`config.mk`:
```
export PLATFORM = sky130hd
export DESIGN_NAME = cic_top
export DESIGN_NICKNAME = d
export VERILOG_FILES = /design/src/verilog/cic_pkg.sv /design/src/verilog/cic_ms_tick.sv /design/src/verilog/cic_top.sv
export SDC_FILE = /design/constraint.sdc
export NUM_CORES = 1
export LEC_CHECK = 0
export BUFFER_PORTS_ARGS = -buffer_cell sky130_fd_sc_hd__buf_4
export CELL_PAD_IN_SITES_DETAIL_PLACEMENT = 0
export CELL_PAD_IN_SITES_GLOBAL_PLACEMENT = 1
export CORE_UTILIZATION = 43
export CTS_CLUSTER_SIZE = 20
export DETAILED_ROUTE_END_ITERATION = 8
export HOLD_SLACK_MARGIN = 0.15
export PLACE_DENSITY = 0.8
export SLEW_MARGIN = 20
export SYNTH_ARGS = -nofsm -noshare
export SYNTH_HDL_FRONTEND = slang
export SYNTH_SLANG_ARGS = --single-unit
export TNS_END_PERCENT = 20
```
`constraint.sdc`:
```
create_clock -name ref_clk -period 4.55 [get_ports ref_clk]
set_clock_uncertainty 0.1 [all_clocks]
set_input_delay 0.91 -clock ref_clk [delete_from_list [all_inputs] [get_ports ref_clk]]
set_output_delay 0.91 -clock ref_clk [all_outputs]
set_load 0.01 [all_outputs]
```
`src/verilog/cic_pkg.sv`:
```
/*
  Package for the contact input conditioner: register map, control layout,
  event record, state codes and timing tables.
  Assumes a 25 MHz system clock and a classic Wishbone register bus.
*/
`default_nettype none

package cic_pkg;

  // Clock and derived time bases
  localparam int unsigned CLK_HZ        = 25_000_000;
  localparam int unsigned MS_PER_S      = 1000;
  localparam int unsigned MS_CYC        = CLK_HZ / MS_PER_S;
  localparam int unsigned SENS_STEP_US  = 10;
  localparam int unsigned SENS_STEP_CYC = (SENS_STEP_US * (CLK_HZ / 1_000_000));

  localparam int unsigned TMR_W  = 24;
  localparam int unsigned FLT_W  = 12;
  localparam logic [TMR_W-1:0] MIN_UNIT_MS = 24'h000064; // 0.1 s per unit

  // Register byte offsets
  localparam logic [7:0] OFS_CTRL     = 8'h00;
  localparam logic [7:0] OFS_MINCLOSE = 8'h04;
  localparam logic [7:0] OFS_MINOPEN  = 8'h08;
  localparam logic [7:0] OFS_STATUS   = 8'h0c;
  localparam logic [7:0] OFS_EVTCNT   = 8'h10;

  typedef struct packed {
    logic [4:0] long_idx;
    logic       open_type;
    logic       scan_en;
    logic       min_en;
    logic       class_en;
    logic [2:0] deb_idx;
    logic [1:0] sens;
    logic       block_val;
    logic       block_en;
  } cic_ctrl_t;

  localparam cic_ctrl_t CTRL_RST = 16'h1830;  // 50 ms debounce, 0.6 s long press
  localparam logic [15:0] MIN_RST = 16'h000a;

  // Event sources
  localparam logic [1:0] SRC_INPUT = 2'h0;
  localparam logic [1:0] SRC_SCAN  = 2'h1;
  localparam logic [1:0] SRC_MAN   = 2'h2;
  localparam logic [1:0] SRC_CYC   = 2'h3;

  typedef struct packed {
    logic [1:0] src;
    logic       obj;    // 0 main or short object, 1 long object
    logic       value;  // Event 0 or event 1
  } cic_evt_t;

  typedef enum logic [3:0] {
    ST_IDLE  = 4'h1,
    ST_DEB   = 4'h2,
    ST_MIN   = 4'h4,
    ST_PRESS = 4'h8
  } cic_state_t;

  function automatic logic [TMR_W-1:0] deb_ms(input logic [2:0] idx);
    case (idx)
      3'h0:    deb_ms = 24'h00000a;
      3'h1:    deb_ms = 24'h000014;
      3'h2:    deb_ms = 24'h00001e;
      3'h3:    deb_ms = 24'h000032;
      3'h4:    deb_ms = 24'h000046;
      3'h5:    deb_ms = 24'h000064;
      default: deb_ms = 24'h000096;
    endcase
  endfunction

  function automatic logic [TMR_W-1:0] long_ms(input logic [4:0] idx);
    case (idx)
      5'h00:   long_ms = 24'h00012c;
      5'h01:   long_ms = 24'h000190;
      5'h02:   long_ms = 24'h0001f4;
      5'h03:   long_ms = 24'h000258;
      5'h04:   long_ms = 24'h000320;
      5'h05:   long_ms = 24'h0003e8;
      5'h06:   long_ms = 24'h0004b0;
      5'h07:   long_ms = 24'h0005dc;
      5'h08:   long_ms = 24'h0007d0;
      5'h09:   long_ms = 24'h000bb8;
      5'h0a:   long_ms = 24'h000fa0;
      5'h0b:   long_ms = 24'h001388;
      5'h0c:   long_ms = 24'h001770;
      5'h0d:   long_ms = 24'h001b58;
      5'h0e:   long_ms = 24'h001f40;
      5'h0f:   long_ms = 24'h002328;
      default: long_ms = 24'h002710;
    endcase
  endfunction

endpackage

`default_nettype wire

```
`src/verilog/cic_ms_tick.sv`:
```
/*
  Millisecond tick generator: one-cycle pulse every DIV clocks.
  Assumes a free running clock and an asynchronous active-low reset.
*/
`timescale 1ns/10ps
`default_nettype none

module cic_ms_tick #(
  parameter int unsigned DIV = 25000
) (
  input  wire logic ref_clk,
  input  wire logic arst_n,
  output logic      tick
);

  logic [15:0] cnt_reg;

  always_ff @(posedge ref_clk or negedge arst_n) begin
    if (!arst_n) begin
      cnt_reg <= 16'h0000;
      tick    <= 1'b0;
    end else if (cnt_reg == 16'(DIV - 1)) begin
      cnt_reg <= 16'h0000;
      tick    <= 1'b1;
    end else begin
      cnt_reg <= cnt_reg + 16'h0001;
      tick    <= 1'b0;
    end
  end

endmodule // cic_ms_tick

`default_nettype wire

```
`src/verilog/cic_top.sv`:
```
/*
  Contact input conditioner: block, sensitivity filter, debounce,
  short/long classification, minimum signal time and scan after restart,
  with a classic Wishbone register slave.
  Assumes contact_pin is asynchronous; manual, cyclic and scan requests
  come from logic on ref_clk.
*/
`timescale 1ns/10ps
`default_nettype none

module cic_top #(
  parameter int unsigned TICK_DIV = cic_pkg::MS_CYC
) (
  input  wire logic        ref_clk,
  input  wire logic        arst_n,
  input  wire logic        wb_cyc_i,
  input  wire logic        wb_stb_i,
  input  wire logic        wb_we_i,
  input  wire logic [7:0]  wb_adr_i,
  input  wire logic [3:0]  wb_sel_i,
  input  wire logic [31:0] wb_dat_i,
  output logic      [31:0] wb_dat_o,
  output logic             wb_ack_o,
  input  wire logic        contact_pin,
  input  wire logic        manual_req,
  input  wire logic        manual_val,
  input  wire logic        cyclic_req,
  input  wire logic        scan_req,
  output logic             evt_valid_o,
  output cic_pkg::cic_evt_t evt_o
);

  localparam int unsigned FLT_W = cic_pkg::FLT_W;

  cic_pkg::cic_ctrl_t  ctrl_reg;
  logic [15:0]         min_close_reg;
  logic [15:0]         min_open_reg;
  logic [15:0]         evt_cnt_reg;
  logic                sync1_reg;
  logic                sync2_reg;
  logic                flt_lvl_reg;
  logic [cic_pkg::FLT_W-1:0] flt_cnt_reg;
  cic_pkg::cic_state_t state_reg;
  cic_pkg::cic_state_t state_next;
  logic                app_lvl_reg;
  logic                app_next;
  logic [cic_pkg::TMR_W-1:0] tmr_reg;
  logic [cic_pkg::TMR_W-1:0] tmr_next;
  logic                long_reg;
  logic                long_next;
  logic                man_pend_reg;
  logic                man_val_reg;
  logic                cyc_pend_reg;
  logic                scan_pend_reg;
  logic                scan_take;
  logic                in_fire;
  cic_pkg::cic_evt_t   in_evt;
  logic                tick;
  logic                blocked;
  logic                edge_seen;
  logic                req;
  logic [7:0]          adr;
  logic [31:0]         rd_mux;

  function automatic logic [31:0] merge(input logic [31:0] old, input logic [31:0] nw,
                                        input logic [3:0] sel);
    for (int i = 0; i < 4; i++) begin
      if (sel[i]) begin
        old[8*i +: 8] = nw[8*i +: 8];
      end
    end
    merge = old;
  endfunction

  function automatic logic [cic_pkg::TMR_W-1:0] min_time(input logic [15:0] v);
    logic [cic_pkg::TMR_W-1:0] u;
    u = (v == 16'h0000) ? 24'h000001 : {8'h00, v};
    min_time = 24'(u * cic_pkg::MIN_UNIT_MS);
  endfunction

  cic_ms_tick #(.DIV(TICK_DIV)) u_tick (
    .ref_clk (ref_clk),
    .arst_n  (arst_n),
    .tick    (tick)
  );

  // Wishbone slave: ack one cycle after the request, write on the ack edge
  assign req = wb_cyc_i & wb_stb_i;
  assign adr = {wb_adr_i[7:2], 2'b00};

  always_comb begin
    unique case (adr)
      cic_pkg::OFS_CTRL:     rd_mux = {16'h0000, ctrl_reg};
      cic_pkg::OFS_MINCLOSE: rd_mux = {16'h0000, min_close_reg};
      cic_pkg::OFS_MINOPEN:  rd_mux = {16'h0000, min_open_reg};
      cic_pkg::OFS_STATUS:   rd_mux = {24'h000000, state_reg, blocked, scan_pend_reg,
                                       app_lvl_reg, flt_lvl_reg};
      cic_pkg::OFS_EVTCNT:   rd_mux = {16'h0000, evt_cnt_reg};
      default:               rd_mux = 32'h00000000;
    endcase
  end

  always_ff @(posedge ref_clk or negedge arst_n) begin
    if (!arst_n) begin
      wb_ack_o <= 1'b0;
      wb_dat_o <= 32'h00000000;
    end else begin
      wb_ack_o <= req & ~wb_ack_o;
      if (req && !wb_ack_o) begin
        wb_dat_o <= rd_mux;
      end
    end
  end

  always_ff @(posedge ref_clk or negedge arst_n) begin
    if (!arst_n) begin
      ctrl_reg      <= cic_pkg::CTRL_RST;
      min_close_reg <= cic_pkg::MIN_RST;
      min_open_reg  <= cic_pkg::MIN_RST;
    end else if (req && wb_we_i && wb_ack_o) begin
      unique case (adr)
        cic_pkg::OFS_CTRL:     ctrl_reg <= 16'(merge({16'h0000, ctrl_reg}, wb_dat_i, wb_sel_i));
        cic_pkg::OFS_MINCLOSE: min_close_reg <= 16'(merge({16'h0000, min_close_reg}, wb_dat_i,
                                                          wb_sel_i));
        cic_pkg::OFS_MINOPEN:  min_open_reg <= 16'(merge({16'h0000, min_open_reg}, wb_dat_i,
                                                         wb_sel_i));
        default: ;
      endcase
    end
  end

  // Contact pin synchroniser and capacitance-dependent stability filter
  always_ff @(posedge ref_clk or negedge arst_n) begin
    if (!arst_n) begin
      sync1_reg <= 1'b0;
      sync2_reg <= 1'b0;
    end else begin
      sync1_reg <= contact_pin;
      sync2_reg <= sync1_reg;
    end
  end

  always_ff @(posedge ref_clk or negedge arst_n) begin
    if (!arst_n) begin
      flt_lvl_reg <= 1'b0;
      flt_cnt_reg <= '0;
    end else if (sync2_reg == flt_lvl_reg) begin
      flt_cnt_reg <= '0;
    end else if (flt_cnt_reg >= FLT_W'((cic_pkg::SENS_STEP_CYC << ctrl_reg.sens) - 1)) begin
      flt_lvl_reg <= sync2_reg;
      flt_cnt_reg <= '0;
    end else begin
      flt_cnt_reg <= flt_cnt_reg + 1'b1;
    end
  end

  assign blocked   = ctrl_reg.block_en & ctrl_reg.block_val;
  assign edge_seen = ~blocked & (flt_lvl_reg != app_lvl_reg);

  // Input state machine
  always_comb begin
    state_next = state_reg;
    app_next   = app_lvl_reg;
    long_next  = long_reg;
    tmr_next   = (tick && tmr_reg != '0) ? tmr_reg - 1'b1 : tmr_reg;
    in_fire    = 1'b0;
    in_evt     = '{src: cic_pkg::SRC_INPUT, obj: 1'b0, value: flt_lvl_reg};
    scan_take  = 1'b0;
    unique case (state_reg)
      cic_pkg::ST_IDLE: begin
        if (edge_seen) begin
          app_next = flt_lvl_reg;
          if (ctrl_reg.min_en) begin
            tmr_next   = min_time(flt_lvl_reg ? min_close_reg : min_open_reg);
            state_next = cic_pkg::ST_MIN;
          end else if (ctrl_reg.class_en && (flt_lvl_reg ^ ctrl_reg.open_type)) begin
            tmr_next   = '0;
            long_next  = 1'b0;
            state_next = cic_pkg::ST_PRESS;
          end else begin
            in_fire    = ~ctrl_reg.class_en;
            tmr_next   = cic_pkg::deb_ms(ctrl_reg.deb_idx);
            state_next = cic_pkg::ST_DEB;
          end
        end else if (scan_pend_reg && !blocked) begin
          app_next  = flt_lvl_reg;
          in_fire   = ~ctrl_reg.class_en;
          in_evt.src = cic_pkg::SRC_SCAN;
          scan_take = 1'b1;
        end
      end
      cic_pkg::ST_DEB: begin
        if (tmr_reg == '0) begin
          state_next = cic_pkg::ST_IDLE;
        end
      end
      cic_pkg::ST_MIN: begin
        if (edge_seen) begin
          app_next = flt_lvl_reg;
          tmr_next = min_time(flt_lvl_reg ? min_close_reg : min_open_reg);
        end else if (tmr_reg == '0) begin
          in_fire      = 1'b1;
          in_evt.value = app_lvl_reg;
          state_next   = cic_pkg::ST_IDLE;
        end
      end
      cic_pkg::ST_PRESS: begin
        tmr_next = (tick && !long_reg) ? tmr_reg + 1'b1 : tmr_reg;
        if (edge_seen && tmr_reg >= cic_pkg::deb_ms(ctrl_reg.deb_idx)) begin
          app_next   = flt_lvl_reg;
          in_fire    = ~long_reg;
          in_evt     = '{src: cic_pkg::SRC_INPUT, obj: 1'b0, value: 1'b0};
          tmr_next   = cic_pkg::deb_ms(ctrl_reg.deb_idx);
          state_next = cic_pkg::ST_DEB;
        end else if (!long_reg && tmr_reg >= cic_pkg::long_ms(ctrl_reg.long_idx)) begin
          in_fire   = 1'b1;
          in_evt    = '{src: cic_pkg::SRC_INPUT, obj: 1'b1, value: 1'b1};
          long_next = 1'b1;
        end
      end
    endcase
  end

  always_ff @(posedge ref_clk or negedge arst_n) begin
    if (!arst_n) begin
      state_reg   <= cic_pkg::ST_IDLE;
      app_lvl_reg <= 1'b0;
      tmr_reg     <= '0;
      long_reg    <= 1'b0;
    end else begin
      state_reg   <= state_next;
      app_lvl_reg <= app_next;
      tmr_reg     <= tmr_next;
      long_reg    <= long_next;
    end
  end

  // Pending requests: a new request wins over the clear
  always_ff @(posedge ref_clk or negedge arst_n) begin
    if (!arst_n) begin
      man_pend_reg  <= 1'b0;
      man_val_reg   <= 1'b0;
      cyc_pend_reg  <= 1'b0;
      scan_pend_reg <= 1'b0;
    end else begin
      if (manual_req) begin
        man_pend_reg <= 1'b1;
        man_val_reg  <= manual_val;
      end else if (!in_fire) begin
        man_pend_reg <= 1'b0;
      end
      if (cyclic_req) begin
        cyc_pend_reg <= 1'b1;
      end else if (!in_fire && !man_pend_reg) begin
        cyc_pend_reg <= 1'b0;
      end
      if (scan_req && ctrl_reg.scan_en) begin
        scan_pend_reg <= 1'b1;
      end else if (scan_take) begin
        scan_pend_reg <= 1'b0;
      end
    end
  end

  // Event output: input first, then manual, then cyclic
  always_ff @(posedge ref_clk or negedge arst_n) begin
    if (!arst_n) begin
      evt_valid_o <= 1'b0;
      evt_o       <= '0;
      evt_cnt_reg <= 16'h0000;
    end else begin
      evt_valid_o <= in_fire | man_pend_reg | cyc_pend_reg;
      if (in_fire) begin
        evt_o <= in_evt;
      end else if (man_pend_reg) begin
        evt_o <= '{src: cic_pkg::SRC_MAN, obj: 1'b0, value: man_val_reg};
      end else if (cyc_pend_reg) begin
        evt_o <= '{src: cic_pkg::SRC_CYC, obj: 1'b0, value: app_lvl_reg};
      end
      if (evt_valid_o) begin
        evt_cnt_reg <= evt_cnt_reg + 16'h0001;
      end
    end
  end

  a_block_cut: assert property (@(posedge ref_clk) disable iff (!arst_n)
    blocked |=> $stable(app_lvl_reg))
    else $error("Blocked input reached the application");

  a_block_cyclic: assert property (@(posedge ref_clk) disable iff (!arst_n)
    cyc_pend_reg && !in_fire && !man_pend_reg |=> evt_valid_o && evt_o.src == cic_pkg::SRC_CYC)
    else $error("Cyclic resend lost");

  a_manual_free: assert property (@(posedge ref_clk) disable iff (!arst_n)
    man_pend_reg && !in_fire |=> evt_valid_o && evt_o.src == cic_pkg::SRC_MAN)
    else $error("Manual event lost");

  a_edge_react: assert property (@(posedge ref_clk) disable iff (!arst_n)
    state_reg == cic_pkg::ST_IDLE && edge_seen && !ctrl_reg.min_en && !ctrl_reg.class_en
    |=> evt_valid_o && evt_o.value == $past(flt_lvl_reg) && state_reg == cic_pkg::ST_DEB)
    else $error("Edge did not react at once");

  a_deb_ignore: assert property (@(posedge ref_clk) disable iff (!arst_n)
    state_reg == cic_pkg::ST_DEB && tmr_reg != '0
    |=> state_reg == cic_pkg::ST_DEB && $stable(app_lvl_reg))
    else $error("Input evaluated during debounce");

  a_min_quiet: assert property (@(posedge ref_clk) disable iff (!arst_n)
    state_reg == cic_pkg::ST_IDLE && edge_seen && ctrl_reg.min_en
    |=> !(evt_valid_o && evt_o.src == cic_pkg::SRC_INPUT))
    else $error("Telegram sent at min-time start");

  a_min_restart: assert property (@(posedge ref_clk) disable iff (!arst_n)
    state_reg == cic_pkg::ST_MIN && edge_seen
    |=> state_reg == cic_pkg::ST_MIN && app_lvl_reg == $past(flt_lvl_reg) && tmr_reg != '0)
    else $error("Min time not restarted");

  a_min_fire: assert property (@(posedge ref_clk) disable iff (!arst_n)
    state_reg == cic_pkg::ST_MIN && !edge_seen && tmr_reg == '0
    |=> evt_valid_o && evt_o.src == cic_pkg::SRC_INPUT && state_reg == cic_pkg::ST_IDLE)
    else $error("Min time expiry sent nothing");

  a_long_event: assert property (@(posedge ref_clk) disable iff (!arst_n)
    state_reg == cic_pkg::ST_PRESS && !long_reg && !edge_seen
    && tmr_reg >= cic_pkg::long_ms(ctrl_reg.long_idx)
    |=> evt_valid_o && evt_o.obj && evt_o.value && long_reg)
    else $error("Long press not reported");

endmodule // cic_top

`default_nettype wire

```
# After elaboration in Yosys (flattened, before gate mapping)
# Memory sizes are Yosys's and may differ from the RTL's.
# Index checks and enable logic that the tools add are counted.
dict set report word_totals {
  register_bits 168
  mem_bits_ro 192
  inputBits 54
  out_inout_bits 38
  word_cells 189
  memories 1
}
dict set report classes {
  n_addsub 6
  mul 1
  magnitude_cmp 3
  n_eq_ne 27
  shifts 1
  mux 68
  n_bitwise 12
  n_reduce_logical 36
}
# memory words width read_ports rd_ports_with_merged_regs wr line_no
set mem_list {}
lappend mem_list {{(no name shown)} 16 12 1 0 0 cic_pkg.sv:75} ;# case (idx)
# operator count
set op_table {}
lappend op_table {{$mux 24} 9}
lappend op_table {{$pmux 16 s5} 1}
lappend op_table {{$pmux 24 s3} 1}
lappend op_table {{$ge 24x24->1} 2}
lappend op_table {{$mux 16} 3}
lappend op_table {{$pmux 8 s6} 1}
lappend op_table {{$mux 4} 10}
lappend op_table {{$add 16x1->16 const B} 2}
lappend op_table {{$mux 1} 32}
lappend op_table {{$add 24x1->24 const B} 1}
lappend op_table {{$logic_not 24->1} 1}
lappend op_table {{$mux 12} 2}
lappend op_table {{$reduce_bool 24->1} 1}
lappend op_table {{$sub 24x1->24 const B} 1}
lappend op_table {{$mux 23} 1}
lappend op_table {{$mul 16x5->21 const B} 1}
lappend op_table {{$reduce_and 3->1} 7}
lappend op_table {{$ne 2x2->1 const B} 9}
lappend op_table {{$eq 16x15->1 const B} 1}
lappend op_table {{$logic_not 16->1} 1}
lappend op_table {{$pmux 4 s4} 1}
lappend op_table {{$add 12x1->12 const B} 1}
lappend op_table {{$eq 6x2->1 const B} 2}
lappend op_table {{$ge 12x12->1} 1}
lappend op_table {{other kinds (32)} 62}

# Logic depth before layout (Yosys ltp)
dict set report depth {
  word_depth 16
  mapped_depth 19
  mapped_depth_nobuf 15
}

# Hierarchy
# From an unflattened synthesis, not the netlist that was laid out.
dict set report hier_totals {
  cells_unflattened 1251
  area_unflattened_um2 11173.2
}
# mod n_inst cells_per_inst area_per_inst_um2 seq_area_each_um2
set by_module_without_submodules {}
lappend by_module_without_submodules {cic_top 1 1184 10403.7 3389.5}
lappend by_module_without_submodules {cic_ms_tick 1 67 769.5 425.4}

# Worst setup path before layout
# Ideal clock, no wire load.
dict set report synth_path {
  path_type {reg-to-reg}
  startpoint {register flt_lvl_reg}
  endpoint {register tmr_reg[20] (netlist bit)}
  setup_time_ns 0.087
  arrival_time_ns 4.583
  required_ns 4.363
  setup_slack_ns -0.219
  stages_incl_launch_ff 19
  n_path_buf 3
  period_less_slack_ns 4.769
  cell_sequence {dfrtp_1 buf_2 buf_1 clkbuf_1 mux2i_1 inv_1 ha_1 ha_1 inv_1 fa_1 inv_1 ha_1 a21o_1 a2111oi_0 a21oi_1 a21o_1 a2111oi_0 o21ai_0 o211ai_1}
}
dict set report synth_between {
  elab_chain_cells 7
  elab_cells_between_ends 13
  cone_classes {1 x mul; 2 x eq/ne; 7 x mux; 1 x bitwise; 2 x reduce/logical}
}
# item line_no
set synth_lines {}
lappend synth_lines {{start, declared} cic_top.sv:41} ;# logic flt_lvl_reg;
lappend synth_lines {{start signal, assigned} cic_top.sv:150} ;# flt_lvl_reg <= sync2_reg;
lappend synth_lines {{$mux 16} {cic_top.sv:174, cic_top.sv:200}}
lappend synth_lines {{$logic_not 16->1} cic_top.sv:77} ;# u = (v == 16'h0000) ? 24'h000001 : {8'h00, v};
lappend synth_lines {{$mux 16} cic_top.sv:77}
lappend synth_lines {{$mul 16x5->21} cic_top.sv:78} ;# min_time = 24'(u * cic_pkg::MIN_UNIT_MS);
lappend synth_lines {{$mux 23} cic_top.sv:173} ;# if (ctrl_reg.min_en) begin
lappend synth_lines {{$mux 24} cic_top.sv:171} ;# if (edge_seen) begin
lappend synth_lines {{$pmux 24 s3} cic_top.sv:169} ;# unique case (state_reg)
lappend synth_lines {{end signal, assigned} cic_top.sv:233} ;# tmr_reg <= tmr_next;
lappend synth_lines {{end, declared} cic_top.sv:47} ;# logic [cic_pkg::TMR_W-1:0] tmr_reg;
# Several ways; a longest one is shown, not always the timed one.
# A chain may end at the register's enable or synchronous reset.

# Worst setup path after layout
dict set report layout_path {
  startpoint {register flt_lvl_reg}
  endpoint {register tmr_reg[18] (netlist bit)}
}
# The elaborated chain is that of the path after synthesis.

==> impl_table.tex <==
\begin{tabular}{lr}
\hline
Metric & Value \\
\hline
\multicolumn{2}{l}{\textbf{Synth}} \\
\quad Total of warnings raised by yosys & 0 \\
\quad Top cells by area in the synthesized netlist & dfrtp\_1 31\%, ha\_1 10\%, mux2\_2 5.7\% \\
\quad Count of flip-flops with a built-in enable after synthesis & 0 \\
\quad Cell taking the most area after synthesis & dfrtp\_1 \\
\quad Most frequently used flop master after synthesis & dfrtp\_1 \\
\quad Post-Syn Area per Cell & slightly above 9 um\^{}2 \\
\quad Area share of the largest cell type after synthesis & 31.16\% \\
\quad Synthesized netlist cell count & roughly 1300 \\
\quad Post-synthesis instance area & 11480 um\^{}2 \\
\quad Synth unique cells & 88 \\
\quad Post-synthesis sequential area ratio & 33.22\% \\
\quad Fraction of registers with async set or reset after synthesis & between 90\% and 100\% \\
\quad Synth Register Bits & approximately 150 \\
\multicolumn{2}{l}{\textbf{Detailed routing}} \\
\quad Number of DRC violations after detailed-routing iteration 0 & 823 \\
\quad Mean number of vias per cell & 5.858 \\
\quad Drc violations & 0 \\
\quad Total Routed Length & $\sim$32000 um \\
\quad TritonRoute pass-1 iters & 6 \\
\quad Detailed-route wire length per cell & 19.10 um \\
\quad Number of vias after detailed routing & 9706 \\
\quad Detail Route Antenna Nets & 0 \\
\multicolumn{2}{l}{\textbf{Critical path}} \\
\quad List of cells traversed by the critical path & buf\_4 > mux2i\_2 > inv\_1 > ha\_1 > ha\_1 > inv\_1 > fa\_1 > inv\_1 > ha\_1 > a21o\_1 > a2111oi\_0 > a21oi\_1 > buf\_4 > a21o\_1 > a21oi\_1 > xor2\_1 > o22ai\_1 \\
\quad Slack of the worst reg-to-reg path & 0.18 ns \\
\quad Master of the slowest instance on the critical path & fa\_1 \\
\quad R2r endpoint & tmr\_reg[18] \\
\quad RR Startpoint & flt\_lvl\_reg \\
\quad Launching element type of the critical path & flip-flop \\
\quad Kind of end point of the critical path & flip-flop \\
\quad Req. time, crit path & 4.77 ns \\
\quad Type of the worst setup path & reg2reg \\
\quad Total buffers and inverters traversed by the critical path & 5 \\
\quad Kind of cell adding the most delay to the critical path & adder cells \\
\quad Max FO, Critical Path & 7 \\
\quad Reg2reg path depth & 17 \\
\quad Data arrival time of the critical path & 4.59 ns \\
\quad Largest incremental delay on the critical path & 0.51 ns \\
\multicolumn{2}{l}{\textbf{Pwr}} \\
\quad Proportion of power drawn by combinational gates & under 10\% \\
\quad Worst supply voltage drop on vdd & 0.0001728 V \\
\quad Internal power contribution & 2.243 mW \\
\quad Power per standard cell area & 245.0 nW/um\^{}2 \\
\quad Total power draw & 3.167 mW \\
\quad Switching Share & 29.19\% \\
\quad Sequential fraction of design power & 45.9\% \\
\quad Net Sw Power & between 0.9 and 1 mW \\
\quad Clock share of power & 47.8\% \\
\quad Static Leak & 6.237 nW \\
\multicolumn{2}{l}{\textbf{Floorplan}} \\
\quad Placement Rows & 59 \\
\quad Width of the die & 165.4 um \\
\quad Starting density of the core & roughly 44\% \\
\quad Die height & around 170 um \\
\quad Number of ports placed on the die boundary & 92 \\
\quad Standard cell core area & 26130 um\^{}2 \\
\quad Die ar. & around 27000 um\^{}2 \\
\multicolumn{2}{l}{\textbf{Global routing}} \\
\quad Antenna violations before repair & 0 \\
\quad Via count of the first global-routing pass & about 9300 \\
\quad Routing usage on met2 & 37.64\% \\
\quad Gr usage total & 23.87\% \\
\quad Largest net degree at the start of global routing & 100 \\
\quad Gr busiest metal & met2 \\
\quad Total gr overflow & 0 \\
\quad Wire length of the first global-routing pass & 50340 um \\
\quad Met3 capacity usage during global routing & 3.946\% \\
\quad Met1 global-route usage & 33.39\% \\
\multicolumn{2}{l}{\textbf{Final layout}} \\
\quad Largest register FFs & 24 \\
\quad \# nets final & about 1500 \\
\quad Area Overhead vs Synth & 12.55\% \\
\quad ANT cells & 0 \\
\quad Share of post-route cells with drive strength above 1 & $\sim$17\% \\
\multicolumn{2}{l}{\textbf{Clocking}} \\
\quad Number of buffers on the longest clock path & 2 \\
\quad Clock slew seen by the registers of the worst setup and hold paths & 0.08 ns \\
\quad CTS Hold Bufs & 0 \\
\quad Root Buffer & clkbuf\_16 \\
\quad Maximum level of the CTS H-tree & 4 \\
\quad Clock tree from TritonCTS & done \\
\quad Source-to-sink clock delay at the later pin of the worst-skew pair & around 0.44 ns \\
\quad Clock sink count & 152 \\
\quad TritonCTS buffer count & 17 \\
\multicolumn{2}{l}{\textbf{Timing}} \\
\quad Achievable Freq & 229.1 MHz \\
\quad Final slew viol count & 0 \\
\quad Number of setup violations in the final report & 0 \\
\quad Worst max-slew margin expressed relative to the limit & 32.27\% \\
\quad Slack of the critical path & 0.1845 ns \\
\quad Minimum period implied by the final worst setup slack & 4.366 ns \\
\quad Worst Max-Slew Pin Slew & around 1 ns \\
\quad Endpoints failing hold & 0 \\
\quad Post-route fraction of the period consumed by the critical path & 95.95\% \\
\multicolumn{2}{l}{\textbf{Worst hold path}} \\
\quad Endpoint with the worst hold slack & sync2\_reg \\
\quad Start point of the worst hold path & sync1\_reg \\
\quad Class of the worst hold path & reg2reg \\
\quad Number of cells on the worst hold path & 0 \\
\multicolumn{2}{l}{\textbf{Outcome}} \\
\quad Run status & complete, no violations \\
\multicolumn{2}{l}{\textbf{Placed design}} \\
\quad Final Wtd Congestion & 0.9426 \\
\quad \# port buffers & between 50 and 60 \\
\quad Half-perimeter wire length of the detailed placement result & about 23000 um \\
\quad Worst Setup Slack post-DPL & roughly 0.038 ns \\
\multicolumn{2}{l}{\textbf{Job}} \\
\quad Number of max-capacitance violations reported & 0 \\
\hline
\end{tabular}
-- worst max-delay path by stage --
stage / slack (ns) / from / cells after the start / endpoint
finish: 0.18 / flt_lvl_reg / 17 / tmr_reg[18]
global route: -0.004 / flt_lvl_reg / 17 / tmr_reg[18]
CTS: 0.03 / flt_lvl_reg / 16 / tmr_reg[20]
detailed placement: 0.04 / flt_lvl_reg / 16 / tmr_reg[20]
global placement: 0.08 / flt_lvl_reg / 15 / tmr_reg[20]
floorplan: 0.10 / flt_lvl_reg / 18 / tmr_reg[20]
-- power by group through the flow --
stage,sequential [mW],combinational [mW],clock (mW)
floorplan,1.46,0.121,0
global placement,1.48,0.196,0
detailed placement,1.48,0.203,0
CTS,1.45,0.202,1.53
global route,1.46,0.229,1.58
finish,1.45,0.200,1.51
-- layout by cell type, fill, tap and decap left out, drive strengths merged, types with 11 or more instances in the layout --
cell    count
and2       17
nor3       26
nand2     109
conb       17
and3       18
a222oi     16
fa         11
a21oi      50
mux2       58
xnor2      47
o21ai      64
o211ai     12
ha         92
inv        94
xor2       29
dfrtp     143
buf        93
nor2       98
nand4      19
clkbuf     17
nand3      42
o22ai      12
mux2i      28
nor4       22
-- layout make-up --
cell class	count	area, um^2
inverters	84	315.3
well taps	335	419.2
flip-flops and latches	152	3816
clock buffers	17	425.4
fillers	2478	13210
clock inverters	15	187.7
repair buffers	93	701.9
multi-input cells	961	7058
-- per-stage QoR --
stage | instance area (um^2) | TNS [ns] | util, % | cells | hold WS, ns
after floorplan | 11540 | 0 | - | 1270 | 0.2312
after global placement | 12290 | 0 | 47.04 | 1625 | 0.2512
after detailed placement | 12290 | 0 | 47.04 | 1625 | 0.2504
after CTS | 12910 | 0 | 49.39 | 1657 | 0.2672
after global routing | 12920 | -0.004257 | 49.45 | 1657 | 0.2836
final | 12920 | 0 | 49.45 | 1657 | 0.2652
-- cells in the mapped netlist, types with 7 or more instances --
cell	n
dfrtp_1	143
nand2_1	108
nor2_1	96
ha_1	92
inv_1	84
o21ai_0	60
mux2_2	58
a21oi_1	50
xnor2_1	47
clkbuf_1	40
nand3_1	40
xor2_1	29
mux2i_1	28
nor3_1	26
buf_4	19
nand4_1	19
nor4_1	19
and3_1	18
and2_1	17
a222oi_1	16
o211ai_1	12
o22ai_1	12
fa_1	11
a21o_1	10
nor2b_1	10
a22o_1	9
a31oi_1	9
dfstp_2	9
or2_2	9
or3_1	9
nand2b_1	8
or4_1	8
a211oi_1	7
a221oi_1	7
buf_2	7
-- per-layer routing --
metal	routed length, um	part of all wire [%]
met1	14410	46
met2	14890	47
met3	1711	5.4
met4	630	2.0
met5	0	0
-- kinds of logic after synthesis --
group                      share of synthesized area [%]
adders and majority gates                          11.94
AOI/OAI and AO/OA                                  15.82
and+or+nand+nor                                    18.78
muxes                                              8.325
other                                            0.06541
DFF                                                33.22
xor gates and xnor gates                           5.797
buffers and inverters                              6.048
-- timing repair --
action / CTS / global route
endpoints found under the setup margin: 1 / 5
resized for setup: 1 / 5
pin swaps: 0 / 0
buffers inserted: 0 / 0
Note: power is estimated with default switching activity, not from simulation.
